### config.mk
export PLATFORM = sky130hd
export DESIGN_NAME = isac_top
export DESIGN_NICKNAME = d
export VERILOG_FILES = /design/src/isac_pkg.sv /design/src/isac_fifo.sv /design/src/isac_top.sv
export SDC_FILE = /design/constraint.sdc
export NUM_CORES = 1
export LEC_CHECK = 0
export ABC_CLOCK_PERIOD_IN_PS = 3600
export BUFFER_PORTS_ARGS = -buffer_cell sky130_fd_sc_hd__buf_2
export CAP_MARGIN = 20
export CORE_MARGIN = 10
export CORE_UTILIZATION = 50
export DETAILED_ROUTE_END_ITERATION = 10
export GPL_TIMING_DRIVEN = 0
export PLACE_DENSITY = 0.77
export REMOVE_ABC_BUFFERS = 1
export SLEW_MARGIN = 15
export SYNTH_ARGS = -nofsm -noshare
export SYNTH_HDL_FRONTEND = slang
export SYNTH_SLANG_ARGS = --single-unit
### constraint.sdc
create_clock -name clock -period 3.6 [get_ports clock]
set_input_delay 0.72 -clock clock [delete_from_list [all_inputs] [get_ports clock]]
set_output_delay 0.72 -clock clock [all_outputs]
set_load 0.02 [all_outputs]
### src/isac_pkg.sv
// Function
// - wait timing select and ack enable reset to 0, change only by software
// - wait and interrupt at eighth falling edge, or ninth for a data byte when select is 1 or on own address match
// - with ack enable set, data line driven low in ninth clock of received data byte
// - slave address reception ignores ack enable, acks on own address match
// - extension code acknowledged only when ack enable is set
// - ack enable and wait select have no bus effect while interface disabled
// - start trigger on free bus makes start: data falls while clock high
// - after start, hold time elapses before clock line is pulled low
// - trigger on busy bus with reservation enabled becomes pending start
// - pending start fires automatically once the bus is released
// - trigger on busy bus with reservation disabled sets fail flag, clears trigger
// - trigger set by master in wait gives repeated start after wait release
// - trigger clears after start, on arbitration loss, bus release, disable, reset
package isac_pkg;

  // ----------------------------------------
  // timing
  // ----------------------------------------
  localparam int CLK_PERIOD_NS   = 20;
  localparam int HOLD_STD_NS     = 4000;
  localparam int HOLD_FAST_NS    = 600;
  localparam int HOLD_STD_CYC    = (HOLD_STD_NS + CLK_PERIOD_NS - 1) / CLK_PERIOD_NS;
  localparam int HOLD_FAST_CYC   = (HOLD_FAST_NS + CLK_PERIOD_NS - 1) / CLK_PERIOD_NS;
  localparam int HOLD_W          = 8;

  // ----------------------------------------
  // byte framing
  // ----------------------------------------
  localparam logic [3:0] FALL_DATA_DONE = 4'h7;
  localparam logic [3:0] FALL_ACK_DONE  = 4'h8;
  localparam logic [3:0] EXT_CODE_HI    = 4'h0;
  localparam int         DATA_W         = 8;
  localparam int         FIFO_DEPTH     = 32;

  // ----------------------------------------
  // types
  // ----------------------------------------
  typedef struct packed {
    logic interface_enable;
    logic ack_enable_set;
    logic ack_enable_clr;
    logic wts_set;
    logic wts_clr;
    logic start_trigger_wr;
    logic reservation_disable;
    logic wait_release;
    logic release_bus;
    logic fast_mode;
    logic start_fail_clr;
  } isac_ctrl_t;

  typedef struct packed {
    logic start_trigger;
    logic start_fail_flag;
    logic ack_enable;
    logic wait_timing_select;
    logic bus_busy;
    logic master_active;
    logic in_wait;
    logic wait_event;
    logic arb_lost;
  } isac_stat_t;

  typedef enum logic [2:0] {
    M_IDLE   = 3'b000,
    M_START  = 3'b001,
    M_WAIT   = 3'b010,
    M_RS_SDA = 3'b011,
    M_RS_SCL = 3'b100
  } isac_mstate_t;

  typedef enum logic [1:0] {
    S_IDLE = 2'b00,
    S_XFER = 2'b01,
    S_WAIT = 2'b10
  } isac_sstate_t;

endpackage

### src/isac_fifo.sv
`timescale 1ns/1ns
module isac_fifo
  import isac_pkg::*;
#(
  parameter int WIDTH = 8,
  parameter int DEPTH = 32
) (
  // clock and reset
  input  wire logic             clock,
  input  wire logic             rst_b,
  // fill side
  input  wire logic             in_valid,
  output logic                  in_ready,
  input  wire logic [WIDTH-1:0] in_data,
  // drain side
  output logic                  out_valid,
  input  wire logic             out_ready,
  output logic [WIDTH-1:0]      out_data
);
  localparam int AW = $clog2(DEPTH);

  logic [WIDTH-1:0] mem_reg [DEPTH];
  logic [AW-1:0]    wr_ptr_reg;
  logic [AW-1:0]    rd_ptr_reg;
  logic [AW:0]      count_reg;
  logic [AW:0]      count_next;
  logic             push;
  logic             pop;

  assign push     = in_valid && in_ready;
  assign pop      = out_valid && out_ready;
  assign out_data = mem_reg[rd_ptr_reg];

  always_comb begin
    count_next = count_reg;
    if (push && !pop) begin
      count_next = count_reg + (AW+1)'(1);
    end else if (pop && !push) begin
      count_next = count_reg - (AW+1)'(1);
    end
  end

  // flags registered from the next count so they stay honest on the same edge
  always_ff @(posedge clock or negedge rst_b) begin
    if (!rst_b) begin
      count_reg  <= '0;
      in_ready   <= 1'b0;
      out_valid  <= 1'b0;
      wr_ptr_reg <= '0;
      rd_ptr_reg <= '0;
    end else begin
      count_reg <= count_next;
      in_ready  <= count_next != (AW+1)'(DEPTH);
      out_valid <= count_next != '0;
      if (push) begin
        wr_ptr_reg <= wr_ptr_reg + AW'(1);
      end
      if (pop) begin
        rd_ptr_reg <= rd_ptr_reg + AW'(1);
      end
    end
  end

  always_ff @(posedge clock) begin
    if (push) begin
      mem_reg[wr_ptr_reg] <= in_data;
    end
  end

endmodule

### src/isac_top.sv
`timescale 1ns/1ns
module isac_top
  import isac_pkg::*;
(
  // clock and reset
  input  wire logic              clock,
  input  wire logic              rst_b,
  // software control and status
  input  wire isac_ctrl_t        ctrl,
  input  wire logic [6:0]        own_address,
  output isac_stat_t             stat,
  // received data stream
  output logic                   rx_valid,
  input  wire logic              rx_ready,
  output logic [DATA_W-1:0]      rx_data,
  // bus pins
  input  wire logic              clock_line_pin_in,
  output logic                   clock_line_pin_out,
  output logic                   clock_line_pin_oe,
  input  wire logic              data_line_pin_in,
  output logic                   data_line_pin_out,
  output logic                   data_line_pin_oe
);

  // ----------------------------------------
  // reset release and pin synchronisers
  // ----------------------------------------
  logic rst_s1_reg;
  logic rst_sync_b;
  logic scl_s1_reg;
  logic scl_s2_reg;
  logic scl_q_reg;
  logic sda_s1_reg;
  logic sda_s2_reg;
  logic sda_q_reg;

  always_ff @(posedge clock or negedge rst_b) begin
    if (!rst_b) begin
      rst_s1_reg <= 1'b0;
      rst_sync_b <= 1'b0;
    end else begin
      rst_s1_reg <= 1'b1;
      rst_sync_b <= rst_s1_reg;
    end
  end

  always_ff @(posedge clock or negedge rst_sync_b) begin
    if (!rst_sync_b) begin
      scl_s1_reg <= 1'b1;
      scl_s2_reg <= 1'b1;
      scl_q_reg  <= 1'b1;
      sda_s1_reg <= 1'b1;
      sda_s2_reg <= 1'b1;
      sda_q_reg  <= 1'b1;
    end else begin
      scl_s1_reg <= clock_line_pin_in;
      scl_s2_reg <= scl_s1_reg;
      scl_q_reg  <= scl_s2_reg;
      sda_s1_reg <= data_line_pin_in;
      sda_s2_reg <= sda_s1_reg;
      sda_q_reg  <= sda_s2_reg;
    end
  end

  logic scl_rise;
  logic scl_fall;
  logic start_det;
  logic stop_det;

  assign scl_rise  = scl_s2_reg && !scl_q_reg;
  assign scl_fall  = !scl_s2_reg && scl_q_reg;
  assign start_det = scl_s2_reg && scl_q_reg && sda_q_reg && !sda_s2_reg;
  assign stop_det  = scl_s2_reg && scl_q_reg && !sda_q_reg && sda_s2_reg;

  // ----------------------------------------
  // software bits and bus state
  // ----------------------------------------
  logic ie;
  logic ack_enable_reg;
  logic wts_reg;
  logic bus_busy_reg;

  assign ie = ctrl.interface_enable;

  always_ff @(posedge clock or negedge rst_sync_b) begin
    if (!rst_sync_b) begin
      ack_enable_reg <= 1'b0;
      wts_reg        <= 1'b0;
    end else begin
      if (ctrl.ack_enable_set) begin
        ack_enable_reg <= 1'b1;
      end else if (ctrl.ack_enable_clr) begin
        ack_enable_reg <= 1'b0;
      end
      if (ctrl.wts_set) begin
        wts_reg <= 1'b1;
      end else if (ctrl.wts_clr) begin
        wts_reg <= 1'b0;
      end
    end
  end

  always_ff @(posedge clock or negedge rst_sync_b) begin
    if (!rst_sync_b) begin
      bus_busy_reg <= 1'b0;
    end else if (!ie || stop_det) begin
      bus_busy_reg <= 1'b0;
    end else if (start_det) begin
      bus_busy_reg <= 1'b1;
    end
  end

  // ----------------------------------------
  // master start generation
  // ----------------------------------------
  isac_mstate_t     mstate_reg;
  logic             trig_reg;
  logic [HOLD_W-1:0] hold_cnt_reg;
  logic [HOLD_W-1:0] hold_len;
  logic             m_sda_drv_reg;
  logic             m_scl_drv_reg;
  logic             arb_lost_reg;
  logic             fail_set;
  logic             start_fail_reg;

  // speed picks the hold; fast mode trades margin for throughput
  assign hold_len = ctrl.fast_mode ? HOLD_W'(HOLD_FAST_CYC) : HOLD_W'(HOLD_STD_CYC);
  assign fail_set = ie && mstate_reg == M_IDLE && ctrl.start_trigger_wr
                    && bus_busy_reg && ctrl.reservation_disable;

  always_ff @(posedge clock or negedge rst_sync_b) begin
    if (!rst_sync_b) begin
      mstate_reg    <= M_IDLE;
      trig_reg      <= 1'b0;
      hold_cnt_reg  <= '0;
      m_sda_drv_reg <= 1'b0;
      m_scl_drv_reg <= 1'b0;
      arb_lost_reg  <= 1'b0;
    end else if (!ie || ctrl.release_bus) begin
      mstate_reg    <= M_IDLE;
      trig_reg      <= 1'b0;
      m_sda_drv_reg <= 1'b0;
      m_scl_drv_reg <= 1'b0;
      arb_lost_reg  <= 1'b0;
    end else begin
      arb_lost_reg <= 1'b0;
      case (mstate_reg)
        M_IDLE: begin
          if ((ctrl.start_trigger_wr || trig_reg) && !bus_busy_reg) begin
            mstate_reg    <= M_START;
            trig_reg      <= 1'b1;
            m_sda_drv_reg <= 1'b1;
            hold_cnt_reg  <= hold_len;
          end else if (ctrl.start_trigger_wr && !ctrl.reservation_disable) begin
            trig_reg <= 1'b1;
          end else if (fail_set) begin
            trig_reg <= 1'b0;
          end
        end
        M_START: begin
          if (hold_cnt_reg == '0) begin
            mstate_reg    <= M_WAIT;
            m_scl_drv_reg <= 1'b1;
            trig_reg      <= 1'b0;
          end else begin
            hold_cnt_reg <= hold_cnt_reg - HOLD_W'(1);
          end
        end
        M_WAIT: begin
          if (ctrl.start_trigger_wr) begin
            trig_reg <= 1'b1;
          end
          if ((trig_reg || ctrl.start_trigger_wr) && ctrl.wait_release) begin
            mstate_reg    <= M_RS_SDA;
            m_sda_drv_reg <= 1'b0;
            hold_cnt_reg  <= hold_len;
          end
        end
        M_RS_SDA: begin
          if (hold_cnt_reg == '0) begin
            mstate_reg    <= M_RS_SCL;
            m_scl_drv_reg <= 1'b0;
            hold_cnt_reg  <= hold_len;
          end else begin
            hold_cnt_reg <= hold_cnt_reg - HOLD_W'(1);
          end
        end
        M_RS_SCL: begin
          if (!sda_s2_reg) begin
            mstate_reg   <= M_IDLE;
            trig_reg     <= 1'b0;
            arb_lost_reg <= 1'b1;
          end else if (scl_s2_reg) begin
            if (hold_cnt_reg == '0) begin
              mstate_reg    <= M_START;
              m_sda_drv_reg <= 1'b1;
              hold_cnt_reg  <= hold_len;
            end else begin
              hold_cnt_reg <= hold_cnt_reg - HOLD_W'(1);
            end
          end
        end
        default: begin
          mstate_reg <= M_IDLE;
        end
      endcase
    end
  end

  // set wins over a clear in the same cycle
  always_ff @(posedge clock or negedge rst_sync_b) begin
    if (!rst_sync_b) begin
      start_fail_reg <= 1'b0;
    end else if (fail_set) begin
      start_fail_reg <= 1'b1;
    end else if (ctrl.start_fail_clr || !ie) begin
      start_fail_reg <= 1'b0;
    end
  end

  // ----------------------------------------
  // slave receiver, ack and wait
  // ----------------------------------------
  isac_sstate_t      sstate_reg;
  logic [3:0]        fall_cnt_reg;
  logic [DATA_W-1:0] shift_reg;
  logic              is_addr_reg;
  logic              ack_drv_reg;
  logic              wait_evt_reg;
  logic              push_valid_reg;
  logic [DATA_W-1:0] push_data_reg;
  logic              push_ready;
  logic              addr_match;
  logic              ext_code;

  assign addr_match = shift_reg[7:1] == own_address;
  assign ext_code   = shift_reg[7:4] == EXT_CODE_HI;

  // receive only: the direction bit is not acted on here
  always_ff @(posedge clock or negedge rst_sync_b) begin
    if (!rst_sync_b) begin
      sstate_reg     <= S_IDLE;
      fall_cnt_reg   <= '0;
      shift_reg      <= '0;
      is_addr_reg    <= 1'b0;
      ack_drv_reg    <= 1'b0;
      wait_evt_reg   <= 1'b0;
      push_valid_reg <= 1'b0;
      push_data_reg  <= '0;
    end else if (!ie || ctrl.release_bus || stop_det || mstate_reg != M_IDLE) begin
      sstate_reg     <= S_IDLE;
      ack_drv_reg    <= 1'b0;
      wait_evt_reg   <= 1'b0;
      push_valid_reg <= push_valid_reg && !push_ready;
    end else begin
      wait_evt_reg <= 1'b0;
      if (push_valid_reg && push_ready) begin
        push_valid_reg <= 1'b0;
      end
      if (start_det) begin
        sstate_reg   <= S_XFER;
        is_addr_reg  <= 1'b1;
        // the start's own clock fall wraps this to zero, so only bit clocks count
        fall_cnt_reg <= '1;
        ack_drv_reg  <= 1'b0;
      end else begin
        case (sstate_reg)
          S_XFER: begin
            if (scl_rise) begin
              shift_reg <= {shift_reg[DATA_W-2:0], sda_s2_reg};
            end
            if (scl_fall && fall_cnt_reg == FALL_DATA_DONE) begin
              fall_cnt_reg <= fall_cnt_reg + 4'h1;
              if (is_addr_reg) begin
                ack_drv_reg <= addr_match || (ext_code && ack_enable_reg);
                if (ext_code) begin
                  sstate_reg   <= S_WAIT;
                  wait_evt_reg <= 1'b1;
                end else if (!addr_match) begin
                  sstate_reg <= S_IDLE;
                end
              end else begin
                ack_drv_reg    <= ack_enable_reg;
                push_valid_reg <= 1'b1;
                push_data_reg  <= shift_reg;
                if (!wts_reg) begin
                  sstate_reg   <= S_WAIT;
                  wait_evt_reg <= 1'b1;
                end
              end
            end else if (scl_fall && fall_cnt_reg == FALL_ACK_DONE) begin
              fall_cnt_reg <= '0;
              ack_drv_reg  <= 1'b0;
              is_addr_reg  <= 1'b0;
              if (is_addr_reg || wts_reg) begin
                sstate_reg   <= S_WAIT;
                wait_evt_reg <= 1'b1;
              end
            end else if (scl_fall) begin
              fall_cnt_reg <= fall_cnt_reg + 4'h1;
            end
          end
          S_WAIT: begin
            if (ctrl.wait_release) begin
              sstate_reg <= S_XFER;
            end
          end
          default: begin
            sstate_reg <= S_IDLE;
          end
        endcase
      end
    end
  end

  // ----------------------------------------
  // received byte buffer
  // ----------------------------------------
  isac_fifo #(
    .WIDTH (DATA_W),
    .DEPTH (FIFO_DEPTH)
  ) i_isac_fifo (
    .clock     (clock),
    .rst_b     (rst_sync_b),
    .in_valid  (push_valid_reg),
    .in_ready  (push_ready),
    .in_data   (push_data_reg),
    .out_valid (rx_valid),
    .out_ready (rx_ready),
    .out_data  (rx_data)
  );

  // ----------------------------------------
  // pin drivers and status
  // ----------------------------------------
  // a full buffer stretches the clock line, so the sender is held off
  always_ff @(posedge clock or negedge rst_sync_b) begin
    if (!rst_sync_b) begin
      clock_line_pin_out <= 1'b0;
      clock_line_pin_oe  <= 1'b0;
      data_line_pin_out  <= 1'b0;
      data_line_pin_oe   <= 1'b0;
    end else begin
      clock_line_pin_out <= 1'b0;
      data_line_pin_out  <= 1'b0;
      clock_line_pin_oe  <= ie && (m_scl_drv_reg || sstate_reg == S_WAIT
                            || (push_valid_reg && !push_ready));
      data_line_pin_oe   <= ie && (m_sda_drv_reg || ack_drv_reg);
    end
  end

  always_ff @(posedge clock or negedge rst_sync_b) begin
    if (!rst_sync_b) begin
      stat <= '0;
    end else begin
      stat.start_trigger      <= trig_reg;
      stat.start_fail_flag    <= start_fail_reg;
      stat.ack_enable         <= ack_enable_reg;
      stat.wait_timing_select <= wts_reg;
      stat.bus_busy           <= bus_busy_reg;
      stat.master_active      <= mstate_reg != M_IDLE;
      stat.in_wait            <= sstate_reg == S_WAIT || mstate_reg == M_WAIT;
      stat.wait_event         <= wait_evt_reg;
      stat.arb_lost           <= arb_lost_reg;
    end
  end

endmodule

==> flow_metrics.tcl <==
set metrics [dict create \
    min_path_type "flop to async pin" \
    diodes 0 \
    yosysSeqAreaShare_pct 70.38 \
    worst_setup_path_end_kind "output pin" \
    drv_cap 0 \
    routed-via-count 7282 \
    grt_use_total_pct 15.84 \
    timing.critical_path.max_delay_family "multiplexers" \
    remaining_drc_errors 0 \
    mappedNetlistArea_sq_um 13850 \
    port_buffers 42 \
    place_worst_setup_slack_ns 0.05271 \
    finalCriticalPeriod_ns 3.547 \
    n_fill_cell 1965 \
    path_cells "buf_12 > buf_16 > mux4_2 > mux4_2 > mux2_2 > buf_2" \
    synthFlopType "edfxtp_1" \
    powerDensity_nw_per_um2 636.5 \
    fin_hold_ws_ns 0.2768 \
    route.detailed.wl_per_inst_um 22.43 \
    h_tree_levels 2 \
    cellLeakagePower_nw 5.490 \
    cp.required_ns 2.88 \
    floorplan.die_area_sq_um 34760 \
    max-vdd-ir-drop_uv 327.6 \
    grt_start_max_net_pins 53 \
    number_of_placement_rows 60 \
    slew_worst_pin_ns 1.109 \
    arrival_ns 2.83 \
    critical_path_cell_count 6 \
    worst-r2r-setup-slack_ns 0.99 \
    synth_seq_cells 338 \
    io_pins 45 \
    floorplan.initialDensity_pct 51.10 \
    report.final.slew_viol_count 0 \
    numClockSinks 338 \
    critical_path.slowest_cell "mux4_2" \
    grt_pass1_wl_um 43760 \
    detail_route.wirelength_um 27850 \
    drive_gt1_share_pct 27.93 \
    number_of_flip_flops_in_the_largest_register 256 \
    worstPathMaxFanout 19 \
    drtAntennaViolNets 0 \
    critPathKind "flop to output pin" \
    timing.critical_path.mode_cell "mux4_2" \
    globalRouteOverflowTotal 0 \
    first_global_vias 7583 \
    worst_path_largest_cell_delay_ns 0.57 \
    syn_area_cell_sq_um 17.67 \
    post_cts.resized_instances 0 \
    synth_edf_count 256 \
    timing.critical_path.from_type "flop" \
    die_height_um 186.4 \
    cts.reportedPaths.clkPinSlew_ns 0.07 \
    drt_iter0_drc 718 \
    timing.critical_path.to "rx_data[5]" \
    via_per_inst 5.863 \
    rr_worst_depth 5 \
    postSynth.asyncResetShare_pct 24.26 \
    finalSetupViolations 0 \
    cts_root_buffer "clkbuf_16" \
    hold_violations 0 \
    final_critical_path_setup_slack_ns 0.05340 \
    run_status "complete, no violations" \
    synth.lib_cells_used.distinct 62 \
    cts_buffers 35 \
    cts_tree "yes" \
    post_synthesis_instance_total 784 \
    crit_path_start "i_isac_fifo.rd_ptr_reg[0]$_DFFE_PN0P_" \
    fin_total_pwr_mw 10.11 \
    relSlewSlack_pct 26.10 \
    grt_antenna_before_repair 0 \
    max_freq_mhz 282.0 \
    reg2reg_to "hold_cnt_reg[4]$_DFFE_PN0P_" \
    drt-pass1-iter-count 5 \
    timing.rr.start "mstate_reg[0]$_DFFE_PN0P_" \
    cts-root-to-sink-buffers 3 \
    insertion_delay_ns 0.52 \
    syn2layout_area_growth_pct 14.68 \
    synth_warnings 0 \
    fp.dieW_um 186.4 \
    dp_hpwl_um 16440 \
    finalCritPeriodShare_pct 98.52 \
    skew_ns 0.01467 \
    global_placement_routability_congestion 0.8298 \
    path_buf_inv 3 \
    num-nets-final 880 \
    coreArea_sq_um 27100 \
]
==> cell type report <==
class	instances	area [sq um]	area share [%]
Inverter	22	82.58	0.5199
Clock inverter	17	212.7	1.339
Sequential cell	338	9759	61.45
Multi-Input combinational cell	388	3845	24.21
Timing Repair Buffer	59	530.5	3.340
Clock buffer	46	987.2	6.216
Tap cell	372	465.4	2.931
==> what timing repair did <==
| item | CTS | global route |
|---|---|---|
| hold endpoints to repair | 2 | 0 |
| setup endpoints to repair | 8 | 8 |
| cloned | 0 | 2 |
| hold buffers | 1 | 0 |
| buffers inserted | 4 | 2 |
==> cell usage in the layout (no fill, tap or decap), types with 8 or more instances in the layout <==
| cell | n |
|---|---|
| nand2_1 | 34 |
| buf_2 | 42 |
| mux4_2 | 80 |
| nor3_1 | 8 |
| nand3_1 | 14 |
| o21ai_0 | 23 |
| a21oi_1 | 11 |
| edfxtp_1 | 256 |
| dfrtp_1 | 72 |
| mux2_2 | 26 |
| clkbuf_16 | 37 |
| ha_1 | 13 |
| nor2_1 | 55 |
| xnor2_1 | 21 |
| inv_1 | 22 |
==> worst min path at each step <==
stage               cells past startpoint  slack, ns                          end                    from
floorplan                               0       0.33         rst_sync_b$_DFF_PN0_    rst_s1_reg$_DFF_PN0_
detailed placement                      0       0.30  hold_cnt_reg[2]$_DFFE_PN0P_    rst_sync_b$_DFF_PN0_
global route                            1       0.29         sda_s1_reg$_DFF_PN1_        data_line_pin_in
global placement                        0       0.34            stat[1]$_DFF_PN0_  wait_evt_reg$_DFF_PN0_
CTS                                     1       0.28         scl_s1_reg$_DFF_PN1_       clock_line_pin_in
finish                                  0       0.28       arb_lost_reg$_DFF_PN0_    rst_sync_b$_DFF_PN0_
==> logic make-up (layout without fill, tap and decap cells) <==
| family | Yosys count | in the layout | share of synthesized area, % |
|---|---|---|---|
| AOI/OAI and AO/OA | 78 | 78 | 3.785 |
| other | 2 | 3 | 0.05423 |
| DFF | 338 | 338 | 70.38 |
| adders and majority gates | 13 | 13 | 1.174 |
| muxes | 110 | 110 | 15.41 |
| and+or+nand+nor | 162 | 162 | 5.918 |
| xor gates and xnor gates | 22 | 22 | 1.391 |
| buffers and inverters | 59 | 144 | 1.888 |
==> synth_stat cells, types with 6 or more instances <==
cell type / number / area share, %
mux2_2: 26 / 2.1
buf_4: 7 / 0.38
dfrtp_1: 76 / 14
a21oi_1: 11 / 0.40
dfstp_2: 6 / 1.1
nand4_1: 7 / 0.32
nand2_1: 34 / 0.92
buf_1: 6 / 0.16
o21ai_0: 23 / 0.83
inv_1: 22 / 0.60
nand4b_1: 6 / 0.38
edfxtp_1: 256 / 56
clkbuf_1: 18 / 0.49
nand2b_1: 6 / 0.27
nor2_1: 55 / 1.5
nor3_1: 8 / 0.29
nand3_1: 14 / 0.51
ha_1: 13 / 1.2
nor2b_1: 6 / 0.27
mux4_2: 80 / 13
xnor2_1: 21 / 1.3
==> stage by stage <==
stage	util, %	area [sq um]	TNS, ns	cells
2_1_floorplan	-	13670	-9.369	748
3_3_place_gp	52.95	14350	-22.84	1162
3_5_place_dp	53.30	14450	0	1165
4_1_cts	58.00	15720	0	1233
5_1_grt	58.61	15880	-0.00008549	1242
6_report	58.61	15880	0	1242
==> where the power goes <==
group / internal (mW) / switching (mW) / leakage [nW] / total [mW]
clock network: 2.24 / 1.48 / 0.583 / 3.71
logic: 0.971 / 0.831 / 1.56 / 1.80
registers: 4.28 / 0.317 / 3.34 / 4.59
total: 7.48 / 2.63 / 5.49 / 10.1
==> per-layer routing <==
layer | part of all wire [%] | up-vias | GRT usage (%)
li1 | - | 3197 | -
met1 | 42 | 3748 | 21.53
met2 | 49 | 291 | 25.02
met3 | 7.5 | 46 | 3.333
met4 | 2.2 | 0 | 5.253
met5 | 0 | - | 0
==> worst register-to-register path: stages, from the launching register on <==
cell,delay [ns]
dfrtp_1,0.53
nor2b_1,0.43
o41ai_1,0.16
a31oi_1,0.83
o21ai_0,0.25
a22o_1,0.29
Power figures use the tool's default switching activity.
